[config.mk]
export PLATFORM = sky130hd
export DESIGN_NAME = host_signals
export DESIGN_NICKNAME = d
export VERILOG_FILES = /design/src/common/host_signals_pkg.sv /design/src/design/host_signals.sv
export SDC_FILE = /design/constraint.sdc
export NUM_CORES = 1
export LEC_CHECK = 0
export ABC_AREA = 1
export ABC_CLOCK_PERIOD_IN_PS = 1900
export BUFFER_PORTS_ARGS = -buffer_cell sky130_fd_sc_hd__buf_4
export CORE_ASPECT_RATIO = 1.25
export CORE_MARGIN = 2
export CORE_UTILIZATION = 50
export DETAILED_ROUTE_END_ITERATION = 16
export PLACE_DENSITY = 0.77
export SLEW_MARGIN = 20
export SYNTH_ARGS = -nofsm -noshare
export SYNTH_HDL_FRONTEND = slang
export SYNTH_SLANG_ARGS = --single-unit
[constraint.sdc]
create_clock -name i_sys_clk -period 1.9 [get_ports i_sys_clk]
set_input_delay 0.475 -clock i_sys_clk [delete_from_list [all_inputs] [get_ports i_sys_clk]]
set_output_delay 0.475 -clock i_sys_clk [all_outputs]
set_load 0.02 [all_outputs]
[src/common/host_signals_pkg.sv]
package host_signals_pkg;

  // Node role encoding on i_role
  localparam logic [1:0] ROLE_BASE   = 2'h0;
  localparam logic [1:0] ROLE_ROUTER = 2'h1;
  localparam logic [1:0] ROLE_REMOTE = 2'h2;

  // General-purpose pin map
  localparam int NUM_IO           = 6;
  localparam int IO_PENDING       = 3;
  localparam int IO_CTS           = 4;
  localparam int IO_RTS           = 5;
  localparam int FIRST_SAMPLED_IO = 2;

  // Link supervision
  localparam int         REG_CNT_W         = 16;
  localparam int         MISS_CNT_W        = 6;
  localparam logic [5:0] BEACON_MISS_LIMIT = 6'h32;

  // Timing
  localparam int SYS_CLK_MHZ  = 250;
  localparam int ACT_PULSE_US = 50000;
  localparam int ACT_PULSE_CYC = ACT_PULSE_US * SYS_CLK_MHZ;
  localparam int ACT_CNT_W    = 24;

  // Pin levels and reset values
  localparam logic SERIAL_IDLE  = 1'h1;
  localparam logic LINK_DOWN_N  = 1'h1;
  localparam logic LINK_UP_N    = 1'h0;
  localparam logic ACT_OFF      = 1'h0;
  localparam logic ACT_ON       = 1'h1;
  localparam logic CTS_READY    = 1'h0;
  localparam logic CTS_BUSY     = 1'h1;
  localparam logic RTS_HOLD     = 1'h1;
  localparam logic WAKE_LEVEL   = 1'h0;

endpackage : host_signals_pkg

[src/design/host_signals.sv]
`timescale 1ns/1ps

// Notes on behaviour
// Base raises link indication on any valid packet; drops after registration time-out.
// Router or remote raises link on hop sync; drops after 50 missed beacon hops.
// Base pulses activity on each valid packet received.
// Remote pulses activity on each packet transmitted.
// Router pulses activity on valid upstream receive or downstream transmit.
// Link and activity pins may become diagnostic serial out and in.
// Input user pins offer pull-up and optional wake from sleep.
// Output user pins drive a configured power-on level until software writes.
// Separate sleep direction, pull-up and level per user pin, applied while asleep.
// Pins 2 to 5 test wake only at the sleep ADC sampling tick.
// In flow control, clear-to-send low while input can be accepted, else high.
// Host stops sending while clear-to-send is high.
// Host drives request-to-send low to let device send, high to hold off.
// Device stops serial output to host while request-to-send is high; here o_tx_permit drops but o_radio_serial_out is not gated.
// SPI slave mode drives pending flag high while data waits for master.
// Pending and flow pins act as ordinary user pins when not special.
// Host-bound serial on dedicated output, host serial in on dedicated input.
// Low level on module reset pin resets the whole module; here a high level on i_reset resets it.
// Link indication is active low on its pin.
// Activity pulse has fixed visible length and retriggers on new events.
module host_signals #(
  parameter int ACT_PULSE_CYCLES = host_signals_pkg::ACT_PULSE_CYC
) (
  input  wire logic                                 i_sys_clk,
  input  wire logic                                 i_reset,
  // Role and radio events
  input  wire logic [1:0]                           i_role,
  input  wire logic                                 i_rx_valid_pkt,
  input  wire logic                                 i_rx_upstream_pkt,
  input  wire logic                                 i_tx_pkt,
  input  wire logic                                 i_tx_downstream_pkt,
  input  wire logic                                 i_hop_sync_gained,
  input  wire logic                                 i_hop_tick,
  input  wire logic                                 i_beacon_rx,
  input  wire logic                                 i_timeout_tick,
  input  wire logic [host_signals_pkg::REG_CNT_W-1:0] i_reg_timeout,
  // Indicator pins and diagnostic port
  input  wire logic                                 i_diag_mode,
  input  wire logic                                 i_diag_serial_out_data,
  output logic                                      o_diag_serial_in_data,
  output logic                                      o_link_up_n,
  input  wire logic                                 i_traffic_indicator,
  output logic                                      o_traffic_indicator,
  output logic                                      o_traffic_indicator_oe,
  // Primary serial data
  input  wire logic                                 i_core_tx_serial,
  output logic                                      o_radio_serial_out,
  input  wire logic                                 i_radio_serial_in,
  output logic                                      o_core_rx_serial,
  output logic                                      o_tx_permit,
  // Flow control and SPI slave
  input  wire logic                                 i_flow_ctl_en,
  input  wire logic                                 i_rx_can_accept,
  input  wire logic                                 i_spi_slave_en,
  input  wire logic                                 i_spi_data_ready,
  // User pins and their configuration
  input  wire logic [host_signals_pkg::NUM_IO-1:0]  i_user_io,
  output logic      [host_signals_pkg::NUM_IO-1:0]  o_user_io,
  output logic      [host_signals_pkg::NUM_IO-1:0]  o_user_io_oe,
  output logic      [host_signals_pkg::NUM_IO-1:0]  o_user_io_pullup,
  output logic      [host_signals_pkg::NUM_IO-1:0]  o_user_io_in,
  input  wire logic [host_signals_pkg::NUM_IO-1:0]  i_io_dir_out,
  input  wire logic [host_signals_pkg::NUM_IO-1:0]  i_io_pullup,
  input  wire logic [host_signals_pkg::NUM_IO-1:0]  i_io_poweron_level,
  input  wire logic                                 i_io_wr,
  input  wire logic [host_signals_pkg::NUM_IO-1:0]  i_io_wr_level,
  input  wire logic [host_signals_pkg::NUM_IO-1:0]  i_io_wake_en,
  input  wire logic                                 i_sleep,
  input  wire logic [host_signals_pkg::NUM_IO-1:0]  i_sleep_dir_out,
  input  wire logic [host_signals_pkg::NUM_IO-1:0]  i_sleep_pullup,
  input  wire logic [host_signals_pkg::NUM_IO-1:0]  i_sleep_level,
  input  wire logic                                 i_adc_sample_tick,
  output logic                                      o_wake
);

  localparam int N = host_signals_pkg::NUM_IO;
  localparam int AW = host_signals_pkg::ACT_CNT_W;

  generate
    if (ACT_PULSE_CYCLES < 1 || ACT_PULSE_CYCLES >= (1 << AW)) begin : g_bad_pulse
      $error("ACT_PULSE_CYCLES out of range");
    end
  endgenerate

  typedef struct packed {
    logic                                   link_up;
    logic [host_signals_pkg::REG_CNT_W-1:0] reg_cnt;
    logic [host_signals_pkg::MISS_CNT_W-1:0] miss_cnt;
    logic                                   beacon_seen;
    logic [AW-1:0]                          act_cnt;
    logic                                   levels_loaded;
    logic [N-1:0]                           out_level;
    logic                                   link_pin;
    logic                                   act_pin;
    logic                                   act_oe;
    logic                                   diag_serial_in;
    logic                                   ser_out;
    logic                                   ser_in;
    logic [N-1:0]                           io_o;
    logic [N-1:0]                           io_oe;
    logic [N-1:0]                           io_pu;
    logic [N-1:0]                           io_in;
    logic                                   wake;
  } state_t;

  state_t s_ff;
  state_t nxt_s;

  // Pin carries its special function instead of the user-pin function
  function automatic logic special_sel(input int idx, input logic spi_en, input logic flow_en);
    special_sel = (idx == host_signals_pkg::IO_PENDING && spi_en) ||
                  ((idx == host_signals_pkg::IO_CTS || idx == host_signals_pkg::IO_RTS)
                   && flow_en);
  endfunction : special_sel

  logic act_event;
  logic rts_hold;

  always_comb begin
    unique case (i_role)
      host_signals_pkg::ROLE_BASE:   act_event = i_rx_valid_pkt;
      host_signals_pkg::ROLE_REMOTE: act_event = i_tx_pkt;
      host_signals_pkg::ROLE_ROUTER: act_event = i_rx_upstream_pkt | i_tx_downstream_pkt;
      default:                       act_event = 1'b0;
    endcase
  end

  assign rts_hold = i_flow_ctl_en &&
                    (i_user_io[host_signals_pkg::IO_RTS] == host_signals_pkg::RTS_HOLD);
  assign o_tx_permit = !rts_hold;

  always_comb begin
    logic       dir;
    logic       pu;
    logic       lvl;
    logic [N-1:0] wake_hit;
    dir = 1'b0;
    pu = 1'b0;
    lvl = 1'b0;
    wake_hit = '0;
    nxt_s = s_ff;

    // Link supervision
    if (i_role == host_signals_pkg::ROLE_BASE) begin
      if (i_rx_valid_pkt) begin
        nxt_s.link_up = 1'b1;
        nxt_s.reg_cnt = i_reg_timeout;
      end else if (s_ff.link_up && i_timeout_tick) begin
        if (s_ff.reg_cnt <= 16'h0001) begin
          nxt_s.link_up = 1'b0;
          nxt_s.reg_cnt = '0;
        end else begin
          nxt_s.reg_cnt = s_ff.reg_cnt - 16'h0001;
        end
      end
      nxt_s.miss_cnt = '0;
    end else begin
      if (i_hop_tick) begin
        // A beacon on the tick itself counts for this hop only
        nxt_s.beacon_seen = 1'b0;
        if (s_ff.beacon_seen || i_beacon_rx || i_hop_sync_gained) begin
          nxt_s.miss_cnt = '0;
        end else if (s_ff.link_up) begin
          nxt_s.miss_cnt = s_ff.miss_cnt + 6'h01;
          if (s_ff.miss_cnt + 6'h01 >= host_signals_pkg::BEACON_MISS_LIMIT) begin
            nxt_s.link_up = 1'b0;
            nxt_s.miss_cnt = '0;
          end
        end
      end else if (i_beacon_rx) begin
        nxt_s.beacon_seen = 1'b1;
      end
      if (i_hop_sync_gained) begin
        nxt_s.link_up = 1'b1;
        nxt_s.miss_cnt = '0;
      end
    end

    // Activity stretch, retriggered by every new event
    if (act_event) begin
      nxt_s.act_cnt = AW'(ACT_PULSE_CYCLES);
    end else if (s_ff.act_cnt != '0) begin
      nxt_s.act_cnt = s_ff.act_cnt - AW'(1);
    end

    // Indicator pins or diagnostic port
    if (i_diag_mode) begin
      nxt_s.link_pin = i_diag_serial_out_data;
      nxt_s.act_oe = 1'b0;
      nxt_s.act_pin = host_signals_pkg::ACT_OFF;
      nxt_s.diag_serial_in = i_traffic_indicator;
    end else begin
      nxt_s.link_pin = s_ff.link_up ? host_signals_pkg::LINK_UP_N
                                    : host_signals_pkg::LINK_DOWN_N;
      nxt_s.act_oe = 1'b1;
      nxt_s.act_pin = (s_ff.act_cnt != '0) ? host_signals_pkg::ACT_ON
                                           : host_signals_pkg::ACT_OFF;
      nxt_s.diag_serial_in = host_signals_pkg::SERIAL_IDLE;
    end

    // Dedicated serial data pins
    nxt_s.ser_out = i_core_tx_serial;
    nxt_s.ser_in = i_radio_serial_in;

    // Output levels: power-on value first, then software writes
    if (!s_ff.levels_loaded) begin
      nxt_s.out_level = i_io_poweron_level;
      nxt_s.levels_loaded = 1'b1;
    end else if (i_io_wr) begin
      nxt_s.out_level = i_io_wr_level;
    end

    // User pins
    for (int i = 0; i < N; i++) begin
      dir = i_sleep ? i_sleep_dir_out[i] : i_io_dir_out[i];
      pu = i_sleep ? i_sleep_pullup[i] : i_io_pullup[i];
      lvl = i_sleep ? i_sleep_level[i] : s_ff.out_level[i];
      if (special_sel(i, i_spi_slave_en, i_flow_ctl_en)) begin
        if (i == host_signals_pkg::IO_PENDING) begin
          nxt_s.io_oe[i] = 1'b1;
          nxt_s.io_o[i] = i_spi_data_ready;
          nxt_s.io_pu[i] = 1'b0;
        end else if (i == host_signals_pkg::IO_CTS) begin
          nxt_s.io_oe[i] = 1'b1;
          nxt_s.io_o[i] = i_rx_can_accept ? host_signals_pkg::CTS_READY
                                          : host_signals_pkg::CTS_BUSY;
          nxt_s.io_pu[i] = 1'b0;
        end else begin
          nxt_s.io_oe[i] = 1'b0;
          nxt_s.io_o[i] = 1'b0;
          nxt_s.io_pu[i] = pu;
        end
      end else begin
        nxt_s.io_oe[i] = dir;
        nxt_s.io_o[i] = dir ? lvl : 1'b0;
        nxt_s.io_pu[i] = !dir && pu;
        // Pins 0 and 1 wake at once; the rest only on the ADC tick
        wake_hit[i] = i_sleep && !dir && i_io_wake_en[i] &&
                      (i_user_io[i] == host_signals_pkg::WAKE_LEVEL) &&
                      (i < host_signals_pkg::FIRST_SAMPLED_IO || i_adc_sample_tick);
      end
      nxt_s.io_in[i] = i_user_io[i];
    end
    nxt_s.wake = |wake_hit;

    if (i_reset) begin
      nxt_s = '0;
      nxt_s.link_pin = host_signals_pkg::LINK_DOWN_N;
      nxt_s.act_oe = 1'b1;
      nxt_s.diag_serial_in = host_signals_pkg::SERIAL_IDLE;
      nxt_s.ser_out = host_signals_pkg::SERIAL_IDLE;
      nxt_s.ser_in = host_signals_pkg::SERIAL_IDLE;
    end
  end

  always_ff @(posedge i_sys_clk) begin
    s_ff <= nxt_s;
  end

  assign o_link_up_n            = s_ff.link_pin;
  assign o_traffic_indicator    = s_ff.act_pin;
  assign o_traffic_indicator_oe = s_ff.act_oe;
  assign o_diag_serial_in_data         = s_ff.diag_serial_in;
  assign o_radio_serial_out     = s_ff.ser_out;
  assign o_core_rx_serial       = s_ff.ser_in;
  assign o_user_io              = s_ff.io_o;
  assign o_user_io_oe           = s_ff.io_oe;
  assign o_user_io_pullup       = s_ff.io_pu;
  assign o_user_io_in           = s_ff.io_in;
  assign o_wake                 = s_ff.wake;

  base_link_set_a: assert property (@(posedge i_sys_clk) disable iff (i_reset)
    (i_role == host_signals_pkg::ROLE_BASE && i_rx_valid_pkt && !i_diag_mode)
      ##1 !i_diag_mode |=> o_link_up_n == host_signals_pkg::LINK_UP_N)
    else $error("base link not raised on packet");

  base_link_drop_a: assert property (@(posedge i_sys_clk) disable iff (i_reset)
    (i_role == host_signals_pkg::ROLE_BASE && !i_rx_valid_pkt && i_timeout_tick &&
     s_ff.link_up && s_ff.reg_cnt == 16'h0001) |=> !s_ff.link_up)
    else $error("base link not dropped at time-out");

  sync_link_set_a: assert property (@(posedge i_sys_clk) disable iff (i_reset)
    (i_role != host_signals_pkg::ROLE_BASE && i_hop_sync_gained) |=> s_ff.link_up)
    else $error("link not raised on hop sync");

  miss_limit_a: assert property (@(posedge i_sys_clk) disable iff (i_reset)
    s_ff.miss_cnt < host_signals_pkg::BEACON_MISS_LIMIT)
    else $error("missed hop count passed limit");

  act_retrigger_a: assert property (@(posedge i_sys_clk) disable iff (i_reset)
    act_event |=> s_ff.act_cnt == AW'(ACT_PULSE_CYCLES))
    else $error("activity pulse not retriggered");

  act_pin_a: assert property (@(posedge i_sys_clk) disable iff (i_reset)
    (act_event && !i_diag_mode) ##1 !i_diag_mode |=>
      o_traffic_indicator == host_signals_pkg::ACT_ON)
    else $error("activity pin not lit after event");

  diag_swap_a: assert property (@(posedge i_sys_clk) disable iff (i_reset)
    i_diag_mode |=> (o_link_up_n == $past(i_diag_serial_out_data)) && !o_traffic_indicator_oe)
    else $error("diagnostic port not mapped");

  cts_level_a: assert property (@(posedge i_sys_clk) disable iff (i_reset)
    i_flow_ctl_en |=> o_user_io_oe[host_signals_pkg::IO_CTS] &&
      (o_user_io[host_signals_pkg::IO_CTS] == !$past(i_rx_can_accept)))
    else $error("clear-to-send level wrong");

  pending_flag_a: assert property (@(posedge i_sys_clk) disable iff (i_reset)
    (i_spi_slave_en && i_spi_data_ready) |=> o_user_io[host_signals_pkg::IO_PENDING])
    else $error("pending flag not raised");

  wake_sampled_a: assert property (@(posedge i_sys_clk) disable iff (i_reset)
    (!i_adc_sample_tick && !(i_sleep && !i_sleep_dir_out[0] && i_io_wake_en[0]) &&
     !(i_sleep && !i_sleep_dir_out[1] && i_io_wake_en[1])) |=> !o_wake)
    else $error("sampled pin woke outside tick");

endmodule : host_signals

# Word level (Yosys, flattened, before mapping)
# Index checks and enable logic that the tools add are counted.
[word_totals]
inputBits = 94
out_inout_bits = 32
word_cells = 172
reg_bits = 86
[classes]
n_lt_le_gt_ge = 2
bitwise_logic = 13
reduce_logical = 61
add_sub_neg = 3
eq_ne = 6
n_mux = 61
[ops]
columns = ["cell", "n"]
rows = [
  ["$mux 1", 48],
  ["$mux 24", 2],
  ["$mux 38", 1],
  ["$mux 17", 2],
  ["$logic_and 1x1->1", 30],
  ["$mux 6", 5],
  ["$reduce_bool 24->1", 1],
  ["$sub 24x1->24 const B", 1],
  ["$le 16x1->1 const B", 1],
  ["$mux 16", 1],
  ["$reduce_or 2->1", 8],
  ["$sub 16x1->16 const B", 1],
  ["$not 1->1", 12],
  ["$reduce_bool 2->1", 4],
  ["$logic_not 1->1", 7],
  ["$add 6x1->6 const B", 1],
  ["$ge 6x6->1 const B", 1],
  ["$ne 3x2->1 const B", 2],
  ["$reduce_and 2->1", 3],
  ["$reduce_or 3->1", 2],
  ["$reduce_or 6->1", 1],
  ["$mux 4", 1],
  ["$reduce_and 4->1", 1],
  ["$ne 3x3->1 const B", 1],
  ["8 further kinds", 9],
]

# Longest topological paths before layout
# Gate-level depths: netlist of run 1.
[logic_depth]
word_depth = 9
depth_mapped = 12
depth_no_buf = 11

# Least setup slack after synthesis of run 1
# No wires, ideal clock.
[synth_timing]
path_kind = "reg2reg"
from = "register s_ff[64] (netlist name)"
to = "register s_ff[67] (netlist name)"
stages_incl_launch_ff = 12
setup_time_ns = 0.070
path_slack_ns = 0.379
synth_period_minus_slack_ns = 1.521
t_arrival_ns = 1.451
n_path_buf = 0
required_ns = 1.830
cell_sequence = "dfxtp_1 -> inv_1 -> ha_1 -> inv_1 -> or2_1 -> nor2_1 -> nand2_1 -> nand3_1 -> nand2_2 -> inv_2 -> nand2_1 -> a21oi_1"
[synth_via]
elab_chain_len = 5
[synth_rtl]
columns = ["item", "line_no", "source"]
rows = [
  ["from (decl)", "host_signals.sv:109", "state_t s_ff;"],
  ["from (signal assigned)", "host_signals.sv:260", "s_ff <= nxt_s;"],
  ["$add 6x1->6 (*)", "host_signals.sv:167, host_signals.sv:168", ""],
  ["$ge 6x6->1", "host_signals.sv:168", "if (s_ff.miss_cnt + 6'h01 >= host_signals_pkg::BEACON_MISS_LIMIT) begin"],
  ["$mux 6 (*)", "host_signals.sv:168", ""],
  ["$mux 6 (*)", "host_signals.sv:166", "end else if (s_ff.link_up) begin"],
  ["$mux 6 (*)", "host_signals.sv:164", "if (s_ff.beacon_seen || i_beacon_rx || i_hop_sync_gained) begin"],
]
# Mark *: on every way between the ends. The rest lies on a longest branch, timed or not. The select of a mux whose other input is x is not followed.
# A chain may end at the register's enable or synchronous reset.

# Final worst setup path of run 1
[layout_timing]
from = "register s_ff[64] (netlist name)"
to = "register s_ff[65] (netlist name)"
# Same word-level chain as after synthesis.

==> key figures, run 1 <==
Status
  – Status: finished clean

Clock tree
  – H-tree levels: 3
  – Clock buffer depth: 2
  – CTS buffer count: 9
  – Root Buffer: clkbuf_16
  – Hold_buf cts: 0
  – Worst-path clk slew: around 0.070 ns
  – Worst-skew pair later-pin latency: 0.34 ns
  – Clock sinks: 86
  – Post-CTS sizing: 0
  – CTS tree: done
  – Setup bufs post-CTS: 0

Synth
  – Gate Count Post-Synth: between 600 and 700
  – Post-synthesis register bit count: 86
  – Yosys top cell area share: 36.7%
  – Mapped Nets: between 700 and 800
  – Yosys top cell by area: dfxtp_1
  – Seq/Total Area, Yosys: a little under two fifths
  – Syn avg cell area: 7.04 um^2
  – Post-Syn Area: 4690 um^2
  – Yosys Warn Count: 0
  – Cell variety after synth: between 40 and 50
  – Area contributors post-synth: dfxtp_1, nand2_1, nor2_1, a21oi_1, inv_1

Worst setup path
  – Worst Setup End Kind: register
  – CP Max Fanout: 5
  – Crit Reg-Reg Endpoint: s_ff[65]$_SDFFE_PP0P_
  – Worst reg2reg path depth: 11
  – Req. time, crit path: between 2 and 2.5 ns
  – Critical Path AT: 1.96 ns
  – Worst R2R Start: s_ff[64]$_SDFFE_PP0P_
  – Reg-to-reg slack, setup: roughly 0.21 ns
  – Crit Path Class: register to register
  – Startpoint Class: register

Detailed routing
  – Routed Antenna Nets: 0
  – WL final: ~12 mm
  – Detailed Route Iter0 Violations: 286
  – Drt first pass iters: 4
  – Via count: roughly 4,500
  – Residual DRC count: 0
  – Routed wire per std cell: approximately 13 um
  – Vias/cell: a little over 5

Floorplan
  – Total I/O pin count: 126
  – Die Y-Extent: approximately 110 um
  – Die X: roughly 91 um
  – # rows: 39
  – Starting Density: between 50 and 60%
  – Die area: about 10,000 um^2
  – Core Area: 9130 um^2

STA
  – Max-slew violations: 0
  – Fmax: 0.591 GHz
  – Pin slew with the least headroom to its limit: ~0.36 ns
  – Min Tclk post-route: roughly 1.7 ns
  – Unrepaired setup endpoints after global routing: false
  – Clock skew: about 0.0067 ns
  – Final hold vios: 0
  – Count of final setup violators: 0
  – Final setup TNS: 0 ns
  – Slew headroom: 75.1%
  – Final Cycle Share: 89.0%

Cells and area
  – Diode count: 0
  – Layout cells sized above 1: ~25%
  – Post-layout util: around 64%
  – Net count, final: between 800 and 900
  – # fillers: 880
  – Area Growth Syn to Fin: 24.7%

Power
  – Power Dens Cells: ~850 nW/um^2
  – Peak supply drop: 0.000407 V
  – Leakage Power: around 2.8 nW

Global routing
  – First-pass GRT wire length: 20.5 mm
  – Total global-route track usage: between 20 and 25%
  – Pin count of the biggest net entering global routing: 28
  – Grt ovf: 0
  – Initial antenna violation count: 0
  – Vias in the first global route: between 4,000 and 5,000

Worst hold path
  – Hold Crit Class: input pin to register
  – Min-delay src: i_rx_can_accept
  – Hold EP: o_user_io[4]$_SDFF_PP0_
  – Hold Crit Depth: 2

Flow run
  – Max-cap viol count: 0

Placed design
  – Port Buf Inserts: between 100 and 150
  – Gpl congestion: roughly 0.94
  – Dpl hpwl: 9.47 mm
state kept, by name (all words and copies together) (netlist names):
| register | cells |
|---|---|
| s_ff | 55 |
| o_user_io | 6 |
| o_user_io_in | 6 |
| o_user_io_oe | 6 |
| o_user_io_pullup | 6 |
| o_core_rx_serial | 1 |
| o_diag_serial_in_data | 1 |
| o_link_up_n | 1 |
| o_radio_serial_out | 1 |
| o_traffic_indicator | 1 |
| o_traffic_indicator_oe | 1 |
| o_wake | 1 |
cells in the mapped netlist, drive strengths merged:
library cell / instances
clkinv: 2
nand3b: 7
or2: 7
and3: 1
ha: 6
o21ai: 39
o21a: 2
nor4: 3
a31oi: 3
xor2: 8
xnor2: 12
dfxtp: 86
o21bai: 4
buf: 36
o211a: 1
nor3b: 1
a21oi: 65
nand2: 119
a2111oi: 1
nand4: 15
o211ai: 2
nand3: 36
clkbuf: 8
inv: 76
a211oi: 4
nor3: 10
nor2: 112
cell families (layout without fill, tap and decap cells):
kind of cell | after synthesis | in the layout | share of synthesized area (%)
xor gates and xnor gates | 20 | 20 | 3.74
adders and majority gates | 6 | 6 | 1.60
and+or+nand+nor | 311 | 311 | 31.2
buffers and inverters | 122 | 226 | 12.5
DFF | 86 | 86 | 36.7
AOI/OAI and AO/OA | 121 | 121 | 14.2
critical path, stage by stage (launching register included):
cell and delay (ns):
dfxtp_1 0.40, inv_1 0.06, ha_1 0.27, inv_1 0.04, or2_1 0.21, nor2_1 0.10, nand2_1 0.05, nand3_1 0.16
nand2_2 0.09, inv_2 0.07, nand2_1 0.04, a21oi_1 0.11
where the power goes:
group | switching (W) | internal, W | total (W)
combinational | 0.000665 | 0.000487 | 0.00115
sequential | 0.0000954 | 0.00192 | 0.00202
clock | 0.000719 | 0.00105 | 0.00177
final cells by class:
cell class | instances | area, um^2 | share of cell area (%)
repair buffers | 132 | 991 | 17.0
well taps | 123 | 154 | 2.63
clock buffers | 11 | 243 | 4.15
clock inverters | 5 | 58.8 | 1.01
multi-input cells | 458 | 2380 | 40.7
inverters | 78 | 298 | 5.10
flip-flops and latches | 86 | 1720 | 29.5
how the worst max path moves through the flow:
stage | cells past startpoint | slack, ns | start | end
2_1_floorplan | 11 | 0.38 | s_ff[64]$_SDFFE_PP0P_ | s_ff[67]$_SDFFE_PP0P_
3_3_place_gp | 8 | 0.28 | i_role[1] | s_ff[39]$_SDFFE_PP0P_
3_5_place_dp | 11 | 0.21 | s_ff[64]$_SDFFE_PP0P_ | s_ff[65]$_SDFFE_PP0P_
4_1_cts | 11 | 0.20 | s_ff[64]$_SDFFE_PP0P_ | s_ff[65]$_SDFFE_PP0P_
5_1_grt | 11 | 0.04 | s_ff[64]$_SDFFE_PP0P_ | s_ff[65]$_SDFFE_PP0P_
6_report | 11 | 0.21 | s_ff[64]$_SDFFE_PP0P_ | s_ff[65]$_SDFFE_PP0P_
layer usage:
layer / vias up / GRT usage [%] / wire length, um
met1: 2054 / 30.4 / 5150
met5: - / 0 / 0
met2: 115 / 41.5 / 6060
met4: 0 / 11.1 / 257
met3: 21 / 4.30 / 551
li1: 2330 / - / -
per-stage QoR:
stage                     std cells  hold slack [ns]  setup slack (ns)  total power [W]  area (um^2)
after floorplan                 666            0.447             0.379          0.00286         4690
after global placement          877            0.467             0.284          0.00318         5540
after detailed placement        877            0.476             0.210          0.00320         5540
after CTS                       893            0.309             0.196          0.00497         5840
after global routing            893            0.329            0.0409          0.00520         5840
final                           893            0.316             0.209          0.00494         5840
cells in the final DEF (no fill, tap or decap), types with 10 or more instances in the layout:
| cell type | n |
|---|---|
| dfxtp_1 | 86 |
| nor2_1 | 96 |
| inv_1 | 70 |
| nor3_1 | 10 |
| o21ai_0 | 33 |
| nand4_1 | 15 |
| nand3_1 | 31 |
| nand2_1 | 109 |
| a21oi_1 | 63 |
| buf_4 | 132 |
| nor2_2 | 10 |
| xnor2_1 | 12 |
No activity file was read; power rests on OpenSTA's default activity.
==> run 2, diff against run 1 <==
- BUFFER_PORTS_ARGS: -buffer_cell sky130_fd_sc_hd__buf_4 -> not set
- CAP_MARGIN: not set -> 15
- DONT_BUFFER_PORTS: not set -> 1
- PLACE_DENSITY: 0.77 -> not set
==> run 2 against run 1 <==
  * Global-route usage down 2.9 points
  * Clock power is 4% higher
  * Clock skew about the same
  * Combinational power decreased by 25%
  * Maximum frequency is 1.5% lower
  * Critical path depth is 5 lower
  * Clock-buffer cell count shrank 1
  * Final cell count decreased by 15%
  * Die area unchanged
  * Critical endpoint is now s_ff[78]$_SDFFE_PP0P_
  * Largest power group unchanged
==> key figures, run 2 (synthesized netlist as in run 1, its figures left out) <==
Status
  – Status: finished clean

Detailed routing
  – Routed wire per std cell: approximately 14 um
  – Routed Antenna Nets: 0
  – Drt first pass iters: 4
  – Detailed Route Iter0 Violations: about 180
  – Vias/cell: between 5 and 6
  – Residual DRC count: 0
  – Via count: between 4,000 and 5,000
  – WL final: around 11 mm

Clock tree
  – Worst-skew pair later-pin latency: 0.34 ns
  – Setup bufs post-CTS: 0
  – Root Buffer: clkbuf_16
  – Clock buffer depth: 2
  – Worst-path clk slew: about 0.06 ns
  – CTS tree: done
  – CTS buffer count: 9
  – Clock sinks: 86
  – H-tree levels: 3
  – Post-CTS sizing: 0
  – Hold_buf cts: 0

STA
  – Final Cycle Share: roughly 90%
  – Min Tclk post-route: between 1.5 and 2 ns
  – Fmax: 0.583 GHz
  – Unrepaired setup endpoints after global routing: false
  – Max-slew violations: 0
  – Final hold vios: 0
  – Count of final setup violators: 0
  – Slew headroom: 55.4%
  – Pin slew with the least headroom to its limit: 0.669 ns
  – Clock skew: roughly 0.0062 ns
  – Final setup TNS: 0 ns

Global routing
  – Total global-route track usage: 21.6%
  – Vias in the first global route: ~3,800
  – Pin count of the biggest net entering global routing: 41
  – Initial antenna violation count: 0
  – First-pass GRT wire length: roughly 18 mm
  – Grt ovf: 0

Cells and area
  – # fillers: 916
  – Post-layout util: between 50% and 60%
  – Diode count: 0
  – Biggest register: s_ff
  – Reg area: about 1700 um^2
  – Largest register FFs: 55
  – Layout cells sized above 1: around 10%
  – Most frequent cells in the layout: nand2_1, nor2_1, dfxtp_1, inv_1, a21oi_1
  – Area Growth Syn to Fin: 4.03%
  – Net count, final: roughly 740
  – Area of the multi-input gates: 2380 um^2
  – Commonest non-fill, non-tap cell in the layout: nand2_1

Floorplan
  – Total I/O pin count: ~130
  – # rows: 39
  – Starting Density: approximately half
  – Die area: ~10,000 um^2
  – Die Y-Extent: 112 um
  – Die X: approximately 91 um
  – Core Area: ~9100 um^2

Power
  – Leakage Power: approximately 2.2 nW
  – P_sw: 0.00139 W
  – Internal power: around 0.0034 W
  – Seq pwr share: 43.3%
  – Part of the power in the clock network: 38.6%
  – Power Dens Cells: around 980 nW/um^2
  – Peak supply drop: just under 0.0005 V
  – Net Sw Frac: around 29%
  – Logic pwr share: 18.1%

Worst setup path
  – Crit Reg-Reg Endpoint: s_ff[78]$_SDFFE_PP0P_
  – Worst setup path startpoint: s_ff[85]$_SDFFE_PP0P_
  – Reg-to-reg slack, setup: roughly 0.18 ns
  – Critical Path AT: around 1.9 ns
  – Crit path cell chain: nand2_1 -> inv_1 -> o21ai_2 -> inv_2 -> o21ai_0 -> a21oi_2
  – CP Max Fanout: 18
  – Worst Setup End Kind: register
  – Worst R2R Start: s_ff[85]$_SDFFE_PP0P_
  – Buffers plus inverters on the worst setup path: 2
  – Crit path max-delay family: compound AO/OA/AOI/OAI gates
  – Worst path slowest cell: o21ai_2
  – Startpoint Class: register
  – Req. time, crit path: between 2 and 2.5 ns
  – Max incr delay on CP: approximately 0.53 ns
  – Crit Path Class: register to register
  – Worst reg2reg path depth: 6

Worst hold path
  – Min-delay src: i_flow_ctl_en
  – Hold Crit Class: input pin to register
  – Hold Crit Depth: 1
  – Hold EP: o_user_io[5]$_SDFF_PP0_

Placed design
  – Dpl hpwl: between 8 and 9 mm
  – Gpl congestion: just over 0.9
  – Port Buf Inserts: 0

Flow run
  – Max-cap viol count: 0
## run 2: worst max-delay path by stage
stage,endpoint,slack (ns),cells after the start
3_3_place_gp,s_ff[78]$_SDFFE_PP0P_,0.14,6
5_1_grt,s_ff[74]$_SDFFE_PP0P_,0.04,6
4_1_cts,s_ff[78]$_SDFFE_PP0P_,0.18,6
3_5_place_dp,s_ff[78]$_SDFFE_PP0P_,0.1,6
6_report,s_ff[78]$_SDFFE_PP0P_,0.18,6
2_1_floorplan,s_ff[67]$_SDFFE_PP0P_,0.38,11
## run 2: per-layer routing
layer	vias up	global-route usage (%)	routed length (um)
li1	2072	-	-
met3	21	6.04	608
met5	-	0	0
met1	1825	26.9	4760
met2	104	35.3	5250
met4	0	8.92	261
## run 2: through the flow
step                hold slack [ns]  total power (W)  instance area [um^2]  setup WS [ns]  std cells
global route                  0.186          0.00501                  4880         0.0361        762
finish                        0.207          0.00477                  4880          0.184        762
floorplan                     0.447          0.00286                  4690          0.379        666
global placement              0.469          0.00295                  4570          0.138        748
CTS                           0.193          0.00481                  4880          0.183        762
detailed placement            0.470          0.00296                  4570         0.0975        748
## run 2: area by class of cell
type / instances / area share [%]
multi-input combinational: 458 / 48.8
tap: 123 / 3.16
clock buffer: 10 / 4.70
inverter: 78 / 6.11
timing repair buffer: 3 / 0.462
clock inverter: 4 / 1.51
sequential: 86 / 35.3
## run 2: power groups by stage
stage                     clock network [W]  logic, W  registers, W
after detailed placement                  0  0.000858       0.00211
after CTS                           0.00188  0.000864       0.00207
after global routing                0.00194  0.000990       0.00208
final                               0.00184  0.000863       0.00207
after global placement                    0  0.000846       0.00210
after floorplan                           0  0.000815       0.00204
